File: config.mk
export PLATFORM = sky130hd
export DESIGN_NAME = eif_top
export DESIGN_NICKNAME = d
export VERILOG_FILES = /design/src/hw/eif_pkg.sv /design/src/hw/eif_sync_edge.sv /design/src/hw/eif_top.sv
export SDC_FILE = /design/constraint.sdc
export NUM_CORES = 1
export LEC_CHECK = 0
export BUFFER_PORTS_ARGS = -buffer_cell sky130_fd_sc_hd__buf_2
export CORE_MARGIN = 2
export CORE_UTILIZATION = 45
export CTS_CLUSTER_DIAMETER = 60
export CTS_CLUSTER_SIZE = 10
export DETAILED_ROUTE_END_ITERATION = 8
export PLACE_DENSITY = 0.74
export SYNTH_ARGS = -nofsm -noshare
export SYNTH_HDL_FRONTEND = slang
export SYNTH_HIERARCHICAL = 1
export SYNTH_SLANG_ARGS = --single-unit
File: constraint.sdc
create_clock -name clk -period 1.8 [get_ports clk]
set_input_delay 0 -clock clk [delete_from_list [all_inputs] [get_ports clk]]
set_output_delay 0 -clock clk [all_outputs]
set_load 0.02 [all_outputs]
File: src/hw/eif_pkg.sv
// Package with the register map, field layout and bus carrier of the external interrupt flags
package eif_pkg;

    localparam int EIF_ADDR_W      = 4;
    localparam int EIF_DATA_W      = 8;
    localparam int EIF_NUM_CH      = 2;
    localparam int EIF_SYNC_STAGES = 2;

    // Register offsets
    localparam logic [EIF_ADDR_W-1:0] EIF_TCTL_OFS = 4'h0;
    localparam logic [EIF_ADDR_W-1:0] EIF_CFG_OFS  = 4'h1;
    localparam logic [EIF_ADDR_W-1:0] EIF_STAT_OFS = 4'h2;
    localparam logic [EIF_ADDR_W-1:0] EIF_MASK_OFS = 4'h3;

    // Field positions in timer_and_interrupt_control
    localparam int EIF_SEL0_POS  = 0;
    localparam int EIF_PEND0_POS = 1;
    localparam int EIF_SEL1_POS  = 2;
    localparam int EIF_PEND1_POS = 3;

    // Field positions in ext_irq_config_reg, status and mask
    localparam int EIF_POL0_POS = 0;
    localparam int EIF_POL1_POS = 1;
    localparam int EIF_EV0_POS  = 0;
    localparam int EIF_EV1_POS  = 1;

    // Reset values
    localparam logic [EIF_DATA_W-1:0] EIF_TCTL_RST = 8'h00;
    localparam logic [EIF_DATA_W-1:0] EIF_CFG_RST  = 8'h00;
    localparam logic [EIF_DATA_W-1:0] EIF_STAT_RST = 8'h00;
    localparam logic [EIF_DATA_W-1:0] EIF_MASK_RST = 8'h00;
    localparam logic [EIF_DATA_W-1:0] EIF_RD_IDLE  = 8'h00;

    typedef struct packed {
        logic [EIF_ADDR_W-1:0] addr;
        logic [EIF_DATA_W-1:0] wdata;
        logic                  wr;
        logic                  rd;
    } eif_bus_req_t;

endpackage

File: src/hw/eif_sync_edge.sv
// Input synchroniser with polarity and rising-activity detection for one channel
`timescale 1ns/1ps
`default_nettype none
module eif_sync_edge #(
    parameter int STAGES = 2
) (
    input  wire logic clk,
    input  wire logic resetn,
    input  wire logic raw_in,
    input  wire logic polarity,
    output logic      active,
    output logic      rise
);

    logic [STAGES-1:0] sync_reg;
    logic              act_reg;
    logic              prev_reg;
    logic              act_next;

    if (STAGES < 2) begin : g_chk
        $error("eif_sync_edge needs at least two stages");
    end

    // Idle high keeps the default active-low input quiet after reset
    always_ff @(posedge clk or negedge resetn) begin
        if (!resetn) begin
            sync_reg <= '1;
        end else begin
            sync_reg <= {sync_reg[STAGES-2:0], raw_in};
        end
    end

    // Polarity 1 means active high, 0 active low
    assign act_next = polarity ? sync_reg[STAGES-1] : ~sync_reg[STAGES-1];

    always_ff @(posedge clk or negedge resetn) begin
        if (!resetn) begin
            act_reg  <= 1'b0;
            prev_reg <= 1'b0;
        end else begin
            act_reg  <= act_next;
            prev_reg <= act_reg;
        end
    end

    assign active = act_reg;
    // A polarity change while the pin idles may look like activity
    assign rise   = act_reg & ~prev_reg;

endmodule // eif_sync_edge
`default_nettype wire

File: src/hw/eif_top.sv
// External interrupt flags: trigger select, pending flags, register port and interrupt output
//
// The address-and-strobe port and the register addresses were decided locally.
`timescale 1ns/1ps
`default_nettype none
module eif_top
    import eif_pkg::*;
#(
    parameter int SYNC_STAGES = EIF_SYNC_STAGES
) (
    input  wire logic                  clk,
    input  wire logic                  resetn,
    input  wire eif_bus_req_t          bus_req,
    output logic [EIF_DATA_W-1:0]      rd_data,
    input  wire logic                  ext_irq0_input,
    input  wire logic                  ext_irq1_input,
    input  wire logic                  vector_ack0,
    input  wire logic                  vector_ack1,
    output logic                       ext_irq0_pending,
    output logic                       ext_irq1_pending,
    output logic                       irq
);

    if (SYNC_STAGES < 2) begin : g_chk
        $error("eif_top needs SYNC_STAGES of at least two");
    end

    logic [EIF_NUM_CH-1:0] edge_sel_reg;
    logic [EIF_NUM_CH-1:0] edge_sel_next;
    logic [EIF_NUM_CH-1:0] pend_reg;
    logic [EIF_NUM_CH-1:0] pend_next;
    logic [EIF_NUM_CH-1:0] pol_reg;
    logic [EIF_NUM_CH-1:0] pol_next;
    logic [EIF_NUM_CH-1:0] stat_reg;
    logic [EIF_NUM_CH-1:0] stat_next;
    logic [EIF_NUM_CH-1:0] mask_reg;
    logic [EIF_NUM_CH-1:0] mask_next;
    logic [EIF_DATA_W-1:0] rd_data_reg;
    logic [EIF_DATA_W-1:0] rd_data_next;
    logic                  irq_reg;
    logic                  irq_next;

    logic [EIF_NUM_CH-1:0] raw_in;
    logic [EIF_NUM_CH-1:0] vec_ack;
    logic [EIF_NUM_CH-1:0] act;
    logic [EIF_NUM_CH-1:0] rise;
    logic [EIF_NUM_CH-1:0] wr_pend_val;
    logic [EIF_NUM_CH-1:0] wr_sel_val;
    logic [EIF_NUM_CH-1:0] wr_pol_val;
    logic [EIF_NUM_CH-1:0] wr_ev_val;
    logic [EIF_NUM_CH-1:0] pend_edge;
    logic [EIF_NUM_CH-1:0] pend_clr;
    logic [EIF_NUM_CH-1:0] pend_ev;
    logic [EIF_NUM_CH-1:0] stat_clr;

    logic                  wr_tctl;
    logic                  wr_cfg;
    logic                  wr_stat;
    logic                  wr_mask;
    logic                  sel_tctl;
    logic                  sel_cfg;
    logic                  sel_stat;
    logic                  sel_mask;
    logic [EIF_DATA_W-1:0] tctl_view;
    logic [EIF_DATA_W-1:0] cfg_view;
    logic [EIF_DATA_W-1:0] stat_view;
    logic [EIF_DATA_W-1:0] mask_view;
    logic [EIF_DATA_W-1:0] rd_mux;

    assign raw_in  = {ext_irq1_input, ext_irq0_input};
    assign vec_ack = {vector_ack1, vector_ack0};

    // Address decode
    assign sel_tctl = (bus_req.addr == EIF_TCTL_OFS);
    assign sel_cfg  = (bus_req.addr == EIF_CFG_OFS);
    assign sel_stat = (bus_req.addr == EIF_STAT_OFS);
    assign sel_mask = (bus_req.addr == EIF_MASK_OFS);
    assign wr_tctl  = bus_req.wr & sel_tctl;
    assign wr_cfg   = bus_req.wr & sel_cfg;
    assign wr_stat  = bus_req.wr & sel_stat;
    assign wr_mask  = bus_req.wr & sel_mask;

    // Write data fields
    assign wr_sel_val  = {bus_req.wdata[EIF_SEL1_POS],  bus_req.wdata[EIF_SEL0_POS]};
    assign wr_pend_val = {bus_req.wdata[EIF_PEND1_POS], bus_req.wdata[EIF_PEND0_POS]};
    assign wr_pol_val  = {bus_req.wdata[EIF_POL1_POS],  bus_req.wdata[EIF_POL0_POS]};
    assign wr_ev_val   = {bus_req.wdata[EIF_EV1_POS],   bus_req.wdata[EIF_EV0_POS]};

    // Per-channel detection and pending flag
    for (genvar i = 0; i < EIF_NUM_CH; i++) begin : g_ch
        eif_sync_edge #(
            .STAGES   (SYNC_STAGES)
        ) u_sync (
            .clk      (clk),
            .resetn   (resetn),
            .raw_in   (raw_in[i]),
            .polarity (pol_reg[i]),
            .active   (act[i]),
            .rise     (rise[i])
        );

        // Software write of zero or vectoring clears an edge-mode flag
        assign pend_clr[i]  = vec_ack[i] | (wr_tctl & ~wr_pend_val[i]);
        // Detected activity wins over a clear in the same cycle
        assign pend_edge[i] = rise[i] | (wr_tctl & wr_pend_val[i])
                            | (pend_reg[i] & ~pend_clr[i]);
        // Level mode tracks the synchronised active level
        assign pend_next[i] = edge_sel_reg[i] ? pend_edge[i] : act[i];
    end

    assign edge_sel_next = wr_tctl ? wr_sel_val : edge_sel_reg;
    assign pol_next      = wr_cfg ? wr_pol_val : pol_reg;
    assign mask_next     = wr_mask ? wr_ev_val : mask_reg;

    // Status records each new pending flag; write one to clear, set wins
    assign pend_ev   = pend_next & ~pend_reg;
    assign stat_clr  = wr_stat ? wr_ev_val : '0;
    assign stat_next = pend_ev | (stat_reg & ~stat_clr);
    assign irq_next  = |(stat_next & mask_next);

    // Read views; timer bits of the control register read as zero here
    assign tctl_view = {4'h0, pend_reg[1], edge_sel_reg[1], pend_reg[0], edge_sel_reg[0]};
    assign cfg_view  = {6'h00, pol_reg};
    assign stat_view = {6'h00, stat_reg};
    assign mask_view = {6'h00, mask_reg};
    assign rd_mux    = sel_tctl ? tctl_view :
                       sel_cfg  ? cfg_view  :
                       sel_stat ? stat_view :
                       sel_mask ? mask_view : EIF_RD_IDLE;
    assign rd_data_next = bus_req.rd ? rd_mux : EIF_RD_IDLE;

    always_ff @(posedge clk or negedge resetn) begin
        if (!resetn) begin
            edge_sel_reg <= EIF_TCTL_RST[EIF_NUM_CH-1:0];
            pend_reg     <= EIF_TCTL_RST[EIF_NUM_CH-1:0];
            pol_reg      <= EIF_CFG_RST[EIF_NUM_CH-1:0];
        end else begin
            edge_sel_reg <= edge_sel_next;
            pend_reg     <= pend_next;
            pol_reg      <= pol_next;
        end
    end

    always_ff @(posedge clk or negedge resetn) begin
        if (!resetn) begin
            stat_reg    <= EIF_STAT_RST[EIF_NUM_CH-1:0];
            mask_reg    <= EIF_MASK_RST[EIF_NUM_CH-1:0];
            irq_reg     <= 1'b0;
            rd_data_reg <= EIF_RD_IDLE;
        end else begin
            stat_reg    <= stat_next;
            mask_reg    <= mask_next;
            irq_reg     <= irq_next;
            rd_data_reg <= rd_data_next;
        end
    end

    assign rd_data          = rd_data_reg;
    assign ext_irq0_pending = pend_reg[0];
    assign ext_irq1_pending = pend_reg[1];
    assign irq              = irq_reg;

    localparam int LAT = SYNC_STAGES + 1;
endmodule // eif_top
`default_nettype wire

* Word-level counts from Yosys, hierarchy flattened
Index checks and enable logic that the tools add are counted. W data, S select, Z words.
Word-level totals: output and inout port bits 11, register bits after elaboration 23
Operators by class: bitwise gates (word level) 32, equal/unequal tests 3, reduce and logical (&&, ||, !) cells 2, multiplexer cells 11
Operator list (count):
- $and A1 B1 Y1 | 12
- $mux W2 | 5
- $eq A4 B2 Y1 const B | 2
- $mux W4 | 2
- $not A1 Y1 | 8
- $and A2 B2 Y2 | 3
- $or A1 B1 Y1 | 6
- $eq A4 B1 Y1 const B | 1
- $logic_not A4 Y1 | 1
- $mux W1 | 4
- $not A2 Y2 | 2
- $or A2 B2 Y2 | 1
- $reduce_or A2 Y1 | 1

* Longest topological paths before layout
Gate-level depths: netlist of run 1.
word-level depth 12, gate-level depth with buffers 4, gate-level depth less buffers 4

* Modules after synthesis
The synthesis of run 1 kept the hierarchy.
By module, submodules not included:
- eif_top | seq. area each 375.4 sq um, times used 1, area an instance 740.7 sq um, cells each 56
- eif_sync_edge | seq. area each 102.6 sq um, times used 2, area an instance 117.6 sq um, cells each 6

* Worst setup path before layout of run 1
No wires, ideal clock.
path kind reg2reg, start reg g_ch[0].u_sync.act_reg, end reg irq_reg (netlist: irq), path slack 545 ps, cell stages (with the launch flop) 5, required time 1679 ps, library setup time 121 ps, buffers on the path 0, arrival time 1134 ps, period minus slack after synthesis 1255 ps, cells stage by stage dfrtp_1 > nor2b_1 > a311oi_1 > o32ai_2 > a22o_1
Between the ends: longest elaborated chain between the ends 8
Ends and longest elaborated chain:
- from (decl) | line eif_sync_edge.sv:16 | logic act_reg;
- from (signal assigned) | line eif_sync_edge.sv:41 | act_reg <= act_next;
- $and A1 B1 Y1 | line eif_sync_edge.sv:48 | assign rise = act_reg & ~prev_reg;
- named net rise[0] | line eif_top.sv:46 | logic [EIF_NUM_CH-1:0] rise;
- $or A1 B1 Y1 | line eif_top.sv:105 | assign pend_edge[i] = rise[i] | (wr_tctl & wr_pend_val[i])
- $or A1 B1 Y1 | line eif_top.sv:106 | | (pend_reg[i] & ~pend_clr[i]);
- $mux W1 | line eif_top.sv:108 | assign pend_next[i] = edge_sel_reg[i] ? pend_edge[i] : act[i];
- $and A2 B2 Y2 | line eif_top.sv:116 | assign pend_ev = pend_next & ~pend_reg;
- $or A2 B2 Y2 | line eif_top.sv:118 | assign stat_next = pend_ev | (stat_reg & ~stat_clr);
- named net stat_next[0] | line eif_top.sv:35 | logic [EIF_NUM_CH-1:0] stat_next;
- $and A2 B2 Y2 | line eif_top.sv:119 | assign irq_next = |(stat_next & mask_next);
- $reduce_or A2 Y1 | line eif_top.sv:119
- named net irq_next | line eif_top.sv:41 | logic irq_next;
- to (signal assigned) | line eif_top.sv:153 | irq_reg <= irq_next;
- to (decl) | line eif_top.sv:40 | logic irq_reg;
The timed path passes the listed nets, and every way through them passes these cells. A chain may end at the register's enable or synchronous reset.

* Worst setup path in the final report of run 1
start reg g_ch[1].u_sync.act_reg, end reg irq_reg (netlist: irq)
Between the ends: longest elaborated chain between the ends 8
Ends and longest elaborated chain (line):
- from (decl) | eif_sync_edge.sv:16
- from (signal assigned) | eif_sync_edge.sv:41
- $and A1 B1 Y1 | eif_sync_edge.sv:48
- named net rise[1] | eif_top.sv:46
- $or A1 B1 Y1 | eif_top.sv:105
- $or A1 B1 Y1 | eif_top.sv:106
- $mux W1 | eif_top.sv:108
- $and A2 B2 Y2 | eif_top.sv:116
- $or A2 B2 Y2 | eif_top.sv:118
- named net stat_next[1] | eif_top.sv:35
- $and A2 B2 Y2 | eif_top.sv:119
- $reduce_or A2 Y1 | eif_top.sv:119
- named net irq_next | eif_top.sv:41
The timed path passes the listed nets, and every way through them passes these cells.

==> results of run 1 <==
kinds of logic after synthesis:
family                    share of synthesized area
DFF                                           0.595
and+or+nand+nor                               0.140
muxes                                         0.127
buffers and inverters                        0.0462
AOI/OAI and AO/OA                            0.0705
xor gates and xnor gates                     0.0180
other                                       0.00384
worst register-to-register path, delay by kind of cell (launching register included):
kind	cells	cell delay [ns]
AO/OA/AOI/OAI	3	0.76
flip-flops	1	0.41
AND/OR/NAND/NOR	1	0.13
power breakdown:
part	internal [mW]	switching [mW]
clock	0.0865	0.145
combinational	0.132	0.136
sequential	0.612	0.0637
total	0.830	0.344
cells in the mapped netlist, drive strengths merged (2+ instances only):
library cell	n
dfstp	4
nor2b	2
inv	4
nand2	2
and4b	2
nand3b	2
mux4	2
mux2	6
buf	4
nor3b	2
dfrtp	19
nor2	4
a21oi	2
and3	2
o32ai	2
xnor2	2
a311oi	2
and2	2
worst min path at each step:
stage                      endpoint  depth (start not counted)  slack [ns]
finish                   rd_data[1]                          3        0.05
global placement         rd_data[2]                          1       -0.02
floorplan           edge_sel_reg[0]                          0       -0.30
global route             rd_data[0]                          3        0.05
CTS                     pend_reg[1]                          3        0.04
detailed placement      pend_reg[1]                          1      -0.009
routing by layer:
layer,up-vias,global-route usage,share of wire,routed length (um)
li1,300,-,-,-
met1,294,0.157,0.44,720
met2,26,0.248,0.47,753
met3,7,0.0268,0.049,79
met4,0,0.108,0.040,64
met5,-,0,0,0
area by class of cell:
class | count | area (sq um) | share of cell area
flip-flops and latches | 23 | 581 | 0.481
multi-input cells | 40 | 362 | 0.299
repair buffers | 30 | 190 | 0.158
well taps | 27 | 33.8 | 0.0280
clock buffers | 4 | 26.3 | 0.0218
inverters | 4 | 15.0 | 0.0124
through the flow:
stage / utilization / instance area [sq um] / setup slack (ns) / hold slack [ns] / instances
floorplan: - / 987 / 0.545 / -0.296 / 71
global placement: 0.550 / 1100 / 0.457 / -0.0162 / 116
detailed placement: 0.550 / 1100 / 0.429 / -0.00877 / 116
CTS: 0.603 / 1210 / 0.400 / 0.0425 / 128
global route: 0.603 / 1210 / 0.334 / 0.0488 / 128
finish: 0.603 / 1210 / 0.383 / 0.0474 / 128
timing repair:
action                                 CTS  global route
setup endpoints to repair                0             0
setup buffers                            0             0
gates resized for setup                  0             0
hold buffers                             8             0
endpoints found under the hold margin   32             0
==> out/results.ini, run 1 <==
[worst_setup_path]
r2r_end = irq
slowest_delay_ns = 0.41
cp_max_fo = 3
worst_setup_path_end_kind = flop
critPathBufInv = 0
cp_slowest_cell = dfrtp_1
r2r_slack_ns = 0.38
crit_path_start_kind = flop
worst-path-stages = 4
ff2ff_path_depth = 4
required_ns = 2.00
setup.worst_path.class = flop to flop
crit_end = irq
cp_top_family = compound AO/OA/AOI/OAI gates
timing.rr.start = g_ch[1].u_sync/active
crit_chain = nor2b_1 > a311oi_1 > o32ai_2 > a22o_1
startpoint = g_ch[1].u_sync/active
arrival_ns = 1.62

[placed_design]
port_buffers = 22
place_congestion = 0.740

[final_layout]
final_cell_mix = buf_2, dfrtp_1, dlygate4sd3_1, mux2_2
mostFrequentLayoutCell = buf_2
fillers = 174
post_route_cells_drive_above_1_share = 0.426
nets = 122
n_antenna_cell = 0
area_delta_synth_final_pct = 23.7

[clock_network]
cts_tree = built
clk_path_buf_depth = 2
cts.clk_slew.worst_paths_ns = 0.12
root_buffer = clkbuf_4
clock_sinks = 23
clk_latency_ns = 0.31
htreeDepth = 1
cts_made_buffers = 3

[pwr]
p_per_area_mw_per_mm2 = 973
power_leakage_nw = 0.574
ir_drop_v = 0.000648
p_total_mw = 1.17

[global_routing]
grt_pass1_wl_um = 2630
grt_usage = 0.144
gr-total-overflow = 0
grt_pass1_vias = 634
antenna_found_initial = 0
grt_max_degree = 24

[timing]
fin_skew_ns = 0.00625
fin_crit_ns = 1.42
grt_setup_unrepaired = false
setup_viol = 0
finalHoldViolCount = 0
finalMaxSlewViolations = 0
tns_ns = 0
post-route-period-util = 0.787
fmax_mhz = 706

[floorplanning]
dieArea_sq_mm = 0.00256
floorplan.initialDensity = 0.488
die_x_um = 50.6
io_pins = 31
die_h_um = 50.6
core_area_sq_mm = 0.00200
fp-row-count = 16

[hold_path]
hold_path.class = input pin to flop
hp-start = bus_req[12]

[detailed_routing]
drt_iter0_drc = 3
wl_um = 1620
route.detailed.drc = 0
wl_per_cell_um = 12.6
vias = 627
first_pass_iters = 4
ant_nets = 0
avgViaCountPerCell = 4.90

[logic_synthesis]
syn_inst = 68
synth_cell_types = 23
seq_area_frac_synth = 0.595
synth_edf_count = 0
netlist_area_sq_um = 976
synth.avg_cell_area_sq_um = 14.4
synth_ff_type = dfrtp_1
synth-seq-cells = 23
yosysTopAreaCellShare = 0.487
async_flop_share = 1.00
yosysTopAreaCell = dfrtp_1
ys_warn_count = 6
synthTopCellsByArea = dfrtp_1, dfstp_2, mux2_2

[run_status]
status = complete, no violations

[flow_run]
drv_cap = 0

Power figures use the tool's default switching activity.
==> run 2, diff against run 1 <==
--- a/config.mk
+++ b/config.mk
@@ -5,13 +5,14 @@
 export SDC_FILE = /design/constraint.sdc
 export NUM_CORES = 1
 export LEC_CHECK = 0
+export ABC_AREA = 1
 export BUFFER_PORTS_ARGS = -buffer_cell sky130_fd_sc_hd__buf_2
 export CORE_MARGIN = 2
-export CORE_UTILIZATION = 45
+export CORE_UTILIZATION = 44
 export CTS_CLUSTER_DIAMETER = 60
 export CTS_CLUSTER_SIZE = 10
 export DETAILED_ROUTE_END_ITERATION = 8
-export PLACE_DENSITY = 0.74
+export PLACE_DENSITY = 0.75
 export SYNTH_ARGS = -nofsm -noshare
 export SYNTH_HDL_FRONTEND = slang
 export SYNTH_HIERARCHICAL = 1
==> constraint.sdc (replaced) <==
create_clock -name clk -period 1.3 [get_ports clk]
set_input_delay 0 -clock clk [delete_from_list [all_inputs] [get_ports clk]]
set_output_delay 0 -clock clk [all_outputs]
set_load 0.02 [all_outputs]
==> run 2 against run 1 <==
Compared with the run above:
- critical endpoint unchanged
- via count rose by 31%
- global-route usage rose by 0.39 points
- sequential power rose by 31%
- maximum frequency rose by 33%
- critical path depth rose by 4
- core utilization fell by 3.9 points
- critical path type unchanged
- final cell count rose by 32%
- register-to-register slack got worse by 0.15 ns
==> out/results.ini, run 2 <==
[run_status]
status = complete, no violations

[clock_network]
cts.clk_slew.worst_paths_ns = 0.12  ; about the same
cts_tree = built
clk_latency_ns = 0.31  ; about the same
clock_sinks = 23  ; unchanged
cts-hold-fix-buffers = 6  ; -2
cts_made_buffers = 3  ; unchanged
cts_resized = 0  ; unchanged
post-cts-setup-buffers = 0  ; unchanged
root_buffer = clkbuf_4
clk_path_buf_depth = 2  ; unchanged
htreeDepth = 1  ; unchanged

[worst_setup_path]
worst_setup_path_end_kind = flop
cp_max_fo = 3  ; unchanged
crit_path_start_kind = flop
r2r_end = irq
setup.worst_path.class = flop to flop
ff2ff_path_depth = 8  ; +4
timing.rr.start = g_ch[0].u_sync/active
required_ns = 1.52  ; -0.48 ns
arrival_ns = 1.28  ; -0.34 ns
r2r_slack_ns = 0.23  ; -0.15 ns

[flow_run]
drv_cap = 0  ; unchanged

[logic_synthesis]
synth.avg_cell_area_sq_um = 9.44  ; -34%
synth-seq-cells = 23  ; unchanged
async_flop_share = 1.00  ; unchanged
synth_edf_count = 0  ; unchanged
netlist_area_sq_mm = 0.00104  ; +6.4%
synth_cell_types = 21  ; -8.7%
post-synth-top-count-cell = nand2_1
yosysTopAreaCell = dfrtp_1
ys_warn_count = 6  ; unchanged
synth_commonest_cells = nand2_1, dfrtp_1, inv_1
syn_inst = 110  ; +62%
synth_ff_type = dfrtp_1
synthTopCellsByArea = dfrtp_1, dfstp_2, nand2_1
seq_area_frac_synth = 0.559  ; -0.0358
yosysTopAreaCellShare = 0.458  ; -0.0293

[pwr]
clkPwrFrac = 0.203  ; +0.006
combPwrFrac = 0.243  ; +0.015
power_leakage_nw = 0.635  ; +10%
switching_power_mw = 0.508  ; +48%
power.internal_mw = 1.09  ; +31%
ir_drop_v = 0.000922  ; +42%
seqPwrFrac = 0.554  ; -0.021
p_per_area_mw_per_mm2 = 1280  ; +31%
switching_share = 0.319  ; +0.0255

[detailed_routing]
wl_per_cell_um = 10.7  ; -16%
drt_iter0_drc = 22  ; +19
wl_um = 1810  ; +12%
vias = 819  ; +31%
route.detailed.drc = 0  ; unchanged
ant_nets = 0  ; unchanged
first_pass_iters = 4  ; unchanged
avgViaCountPerCell = 4.85  ; -1.1%

[timing]
post-route-period-util = 0.821  ; +0.0335
fin_skew_ns = 0.00201  ; -0.00424 ns
tns_ns = 0  ; unchanged
grt_setup_unrepaired = false
fin_crit_ns = 1.07  ; -0.350 ns
finalMaxSlewViolations = 0  ; unchanged
finalHoldViolCount = 0  ; unchanged
fmax_mhz = 937  ; +33%
setup_viol = 0  ; unchanged

[placed_design]
port_buffers = 22  ; unchanged
dpl.hpwl_um = 1350
place_congestion = 0.857  ; +16%

[floorplanning]
io_pins = 31  ; unchanged
fp-row-count = 17  ; +1
die_h_um = 52.6  ; +4.0%
die_x_um = 52.6  ; +4.0%
floorplan.initialDensity = 0.469  ; -0.0180
core_area_sq_mm = 0.00221  ; +10%
dieArea_sq_mm = 0.00276  ; +8.1%

[final_layout]
fillers = 208  ; +20%
n_antenna_cell = 0  ; unchanged
post_route_cells_drive_above_1_share = 0.333  ; -0.0924
post-route-util = 0.564  ; -0.0386
final_cell_mix = nand2_1, buf_2, dfrtp_1, inv_1
area_delta_synth_final_pct = 20.2
nets = 162  ; +33%

[global_routing]
grt_pass1_vias = 738  ; +16%
gr-total-overflow = 0  ; unchanged
grt_usage = 0.148  ; +0.00392
antenna_found_initial = 0  ; unchanged
grt_max_degree = 24  ; unchanged
grt_pass1_wl_um = 2930  ; +12%

[hold_path]
hold_path.class = input pin to flop
holdPathStages = 3  ; unchanged
hold_path_end = mask_reg[0]
hp-start = bus_req[2]

run 2: cell count changes after synthesis, moves of 3 or more:
cell	previous run	this run
nand4_1	0	6
nand2_2	0	3
nor2_2	0	3
o21ai_0	0	7
nand2_1	2	22
inv_1	4	16
nand3_2	1	4
nor2_1	4	7
mux2_2	5	0
run 2: power groups by stage:
stage          clock [mW]  sequential [mW]  combinational (mW)
6_report            0.323            0.883               0.388
3_3_place_gp            0            0.893               0.367
4_1_cts             0.333            0.883               0.395
3_5_place_dp            0            0.896               0.380
5_1_grt             0.366            0.900               0.434
2_1_floorplan           0            0.928               0.231
run 2: cell type report:
type	instances	area [sq um]	share of cell area
tap	28	35.0	0.0281
timing repair buffer	29	178	0.142
inverter	17	63.8	0.0511
sequential	23	581	0.465
clock inverter	1	5.00	0.00401
multi-input combinational	68	364	0.292
clock buffer	3	22.5	0.0180
run 2: cells by family after synthesis:
logic type,count (synthesis),share of synthesized area
and+or+nand+nor,50,0.254
DFF,23,0.559
buffers and inverters,22,0.101
AOI/OAI and AO/OA,14,0.0819
other,1,0.00361
run 2: critical path, stage by stage, from the launching register on:
cell and delay, ns:
dfrtp_1 0.41, inv_1 0.05, nor2_1 0.03, nor2_1 0.14
nand3_2 0.11, nand3_2 0.08, nand2_2 0.05, nand2_1 0.06
nand2_1 0.05
run 2: worst max path at each step:
stage,startpoint,end,depth (start not counted)
after floorplan,pend_reg[1],irq,8
after global placement,bus_req[13],irq,10
after detailed placement,bus_req[13],irq,10
after CTS,g_ch[0].u_sync/active,irq,8
after global routing,g_ch[0].u_sync/active,irq,8
final,g_ch[0].u_sync/active,irq,8
run 2: per-stage QoR:
stage	hold WS (ns)	std cells	total power [mW]	cell area (sq um)	setup WS (ns)
after CTS	0.00106	169	1.61	1250	0.204
final	0.0000184	169	1.59	1250	0.233
after global routing	0.00867	169	1.70	1250	0.157
after global placement	-0.0125	159	1.26	1160	0.183
after floorplan	-0.296	113	1.16	1050	0.263
after detailed placement	-0.0000936	159	1.28	1160	0.145
run 2: per-layer routing:
metal / routed length [um] / vias up / share of wire / global-route usage
li1: - / 406 / - / -
met1: 768 / 379 / 0.43 / 0.168
met2: 892 / 30 / 0.49 / 0.267
met3: 117 / 4 / 0.065 / 0.0200
met4: 26 / 0 / 0.014 / 0.0769
met5: 0 / - / 0 / 0
==> run 3, diff against run 2 <==
==> constraint.sdc (replaced) <==
create_clock -name clk -period 0.94 [get_ports clk]
set_input_delay 0 -clock clk [delete_from_list [all_inputs] [get_ports clk]]
set_output_delay 0 -clock clk [all_outputs]
set_load 0.02 [all_outputs]
==> run 3 against run 2 <==
Compared with the run above:
- maximum frequency increased by 0.12%
- cell area rose by 8.6%
- sequential cell count unchanged
- the run now ends with setup timing left
- die area did not move
- clock skew is 0.0017 ns higher
- critical endpoint unchanged
- hold slack improved by 0.016 ns
- first-iteration DRC count shrank 23%
- largest power group unchanged
- register-to-register slack got worse by 0.36 ns
- largest cell class unchanged
- via count is 8.8% higher
==> out/results.ini, run 3 (synthesized netlist as in run 2, its figures left out) <==
[detailed_routing]
ant_nets = 0  ; unchanged
route.detailed.drc = 0  ; unchanged
vias = 891  ; +8.8%
wl_per_cell_um = 11.5  ; +7.8%
first_pass_iters = 4  ; unchanged
drt_iter0_drc = 17  ; -23%
avgViaCountPerCell = 4.95  ; +2.1%
wl_um = 2070  ; +15%

[placed_design]
place_congestion = 0.851  ; -0.78%
place_area_sq_mm = 0.00124  ; +6.9%
dpl.hpwl_um = 1540  ; +14%
port_buffers = 22  ; unchanged

[clock_network]
clk_path_buf_depth = 2  ; unchanged
root_buffer = clkbuf_4
cts_tree = built
cts.clk_slew.worst_paths_ns = 0.12  ; about the same
htreeDepth = 1  ; unchanged
clock_sinks = 23  ; unchanged
clk_latency_ns = 0.31  ; about the same
cts_made_buffers = 3  ; unchanged

[timing]
post-route-period-util = 1.13  ; +0.313
fmax_mhz = 938  ; +0.12%
finalHoldViolCount = 0  ; unchanged
fin_crit_ns = 1.07  ; -0.00133 ns
fin_ws_ns = -0.126  ; -0.359 ns
fin_skew_ns = 0.00366  ; +0.00165 ns
setup_viol = 5  ; +5
grt_setup_unrepaired = true
finalMaxSlewViolations = 0  ; unchanged

[worst_setup_path]
crit_chain = inv_1 > nor2_1 > nor2_1 > nand3_2 > nand3_2 > nand2_2 > nand2_1 > nand2_1
required_ns = 1.16  ; -0.36 ns
worst-path-stages = 8  ; unchanged
cp_slowest_cell = dfrtp_1
setup.worst_path.class = flop to flop
cp_top_family = simple AND/OR/NAND/NOR gates
arrival_ns = 1.29  ; about the same
ff2ff_path_depth = 8  ; unchanged
cp_max_fo = 3  ; unchanged
worst_setup_path_end_kind = flop
slowest_delay_ns = 0.43  ; +0.02 ns
crit_path_start_kind = flop
critPathBufInv = 1  ; unchanged

[global_routing]
grt_usage = 0.175  ; +0.0272
met1_usage = 0.221  ; +0.0532
top_usage_layer = met2
grt_use_met2 = 0.283  ; +0.0167
antenna_found_initial = 0  ; unchanged
use_met3 = 0.0343  ; +0.0143
grt_pass1_vias = 835  ; +13%
grt_pass1_wl_um = 3460  ; +18%
grt_max_degree = 24  ; unchanged
gr-total-overflow = 0  ; unchanged

[pwr]
switching_power_mw = 0.766  ; +51%
ir_drop_v = 0.00122  ; +33%
p_per_area_mw_per_mm2 = 1780  ; +40%
p_total_mw = 2.42  ; +52%
combPwrFrac = 0.297  ; +0.054
seqPwrFrac = 0.515  ; -0.039
power_leakage_nw = 0.692  ; +9.1%
clkPwrFrac = 0.187  ; -0.016
power.internal_mw = 1.65  ; +52%
switching_share = 0.316  ; -0.00228

[final_layout]
mostFrequentLayoutCell = nand2_1
post_route_cells_drive_above_1_share = 0.421  ; +0.0877
final_cell_mix = nand2_1, buf_2, dfrtp_1, inv_1, buf_4
design_area_sq_mm = 0.00136  ; +8.6%
nets = 173  ; +6.8%
area_delta_synth_final_pct = 30.6
fillers = 202  ; -2.9%
n_antenna_cell = 0  ; unchanged

[floorplanning]
floorplan.initialDensity = 0.469  ; unchanged
dieArea_sq_mm = 0.00276  ; unchanged
fp-row-count = 17  ; unchanged
core_area_sq_mm = 0.00221  ; unchanged
io_pins = 31  ; unchanged
die_h_um = 52.6  ; unchanged
die_x_um = 52.6  ; unchanged

[run_status]
violations = setup timing
status = finished, violations left

[flow_run]
drv_cap = 0  ; unchanged

[hold_path]
hold_path.class = input pin to flop
holdPathStages = 3  ; unchanged

[run 3: area by class of cell]
cell class | count | area, sq um | area share
clock inverter | 1 | 5.00 | 0.00369
tap | 28 | 35.0 | 0.0258
multi-input combinational | 68 | 373 | 0.275
sequential | 23 | 583 | 0.430
timing repair buffer | 40 | 274 | 0.202
clock buffer | 3 | 22.5 | 0.0166
inverter | 17 | 63.8 | 0.0470
[run 3: final timing paths]
kind / startpoint / endpoint / slack, ns
max: g_ch[0].u_sync/active / irq / -0.13
min: bus_req[2] / mask_reg[0] / 0.02
max reg2reg: g_ch[0].u_sync/active / irq / -0.13
min reg2reg: g_ch[0].u_sync/sync_reg[0] / g_ch[0].u_sync/sync_reg[1] / 0.37
max in group asynchronous: resetn / pend_reg[0] / 0.42
min in group asynchronous: resetn / rd_data[1] / 0.17
[run 3: per-layer routing]
metal | part of all wire | vias up
met4 | 0.022 | 0
met3 | 0.060 | 5
li1 | - | 431
met2 | 0.46 | 35
met5 | 0 | -
met1 | 0.45 | 420
[run 3: worst reg2reg max path: stages, from the launching register on]
cell and delay (ns):
dfrtp_1 0.43, inv_1 0.07, nor2_1 0.04, nor2_1 0.11
nand3_2 0.09, nand3_2 0.07, nand2_2 0.05, nand2_1 0.07
nand2_1 0.05
[run 3: metrics by stage]
| stage | setup TNS, ns | worst slack (ns) | instances | hold slack, ns | utilization |
|---|---|---|---|---|---|
| 3_5_place_dp | -0.153 | -0.124 | 169 | -0.00752 | 0.561 |
| 2_1_floorplan | -0.0452 | -0.0452 | 113 | -0.296 | - |
| 6_report | -0.299 | -0.126 | 180 | 0.0164 | 0.613 |
| 3_3_place_gp | -0.0546 | -0.0546 | 169 | -0.00758 | 0.561 |
| 4_1_cts | -0.220 | -0.0932 | 180 | 0.00482 | 0.609 |
| 5_1_grt | -0.785 | -0.215 | 180 | 0.0125 | 0.613 |
[run 3: timing repair]
item / CTS / global route
hold endpoints to repair: 30 / 0
hold buffers: 5 / 0
setup endpoints to repair: 4 / 8
buffers inserted: 2 / 1
pin swaps: 3 / 1
resized for setup: 4 / 4
[run 3: power by group through the flow]
stage                     combinational, mW  clock, mW  sequential (mW)
final                                 0.720      0.453             1.25
after global routing                  0.797      0.506             1.27
after CTS                             0.696      0.467             1.24
after detailed placement              0.628          0             1.26
after global placement                0.614          0             1.25
after floorplan                       0.327          0             1.30
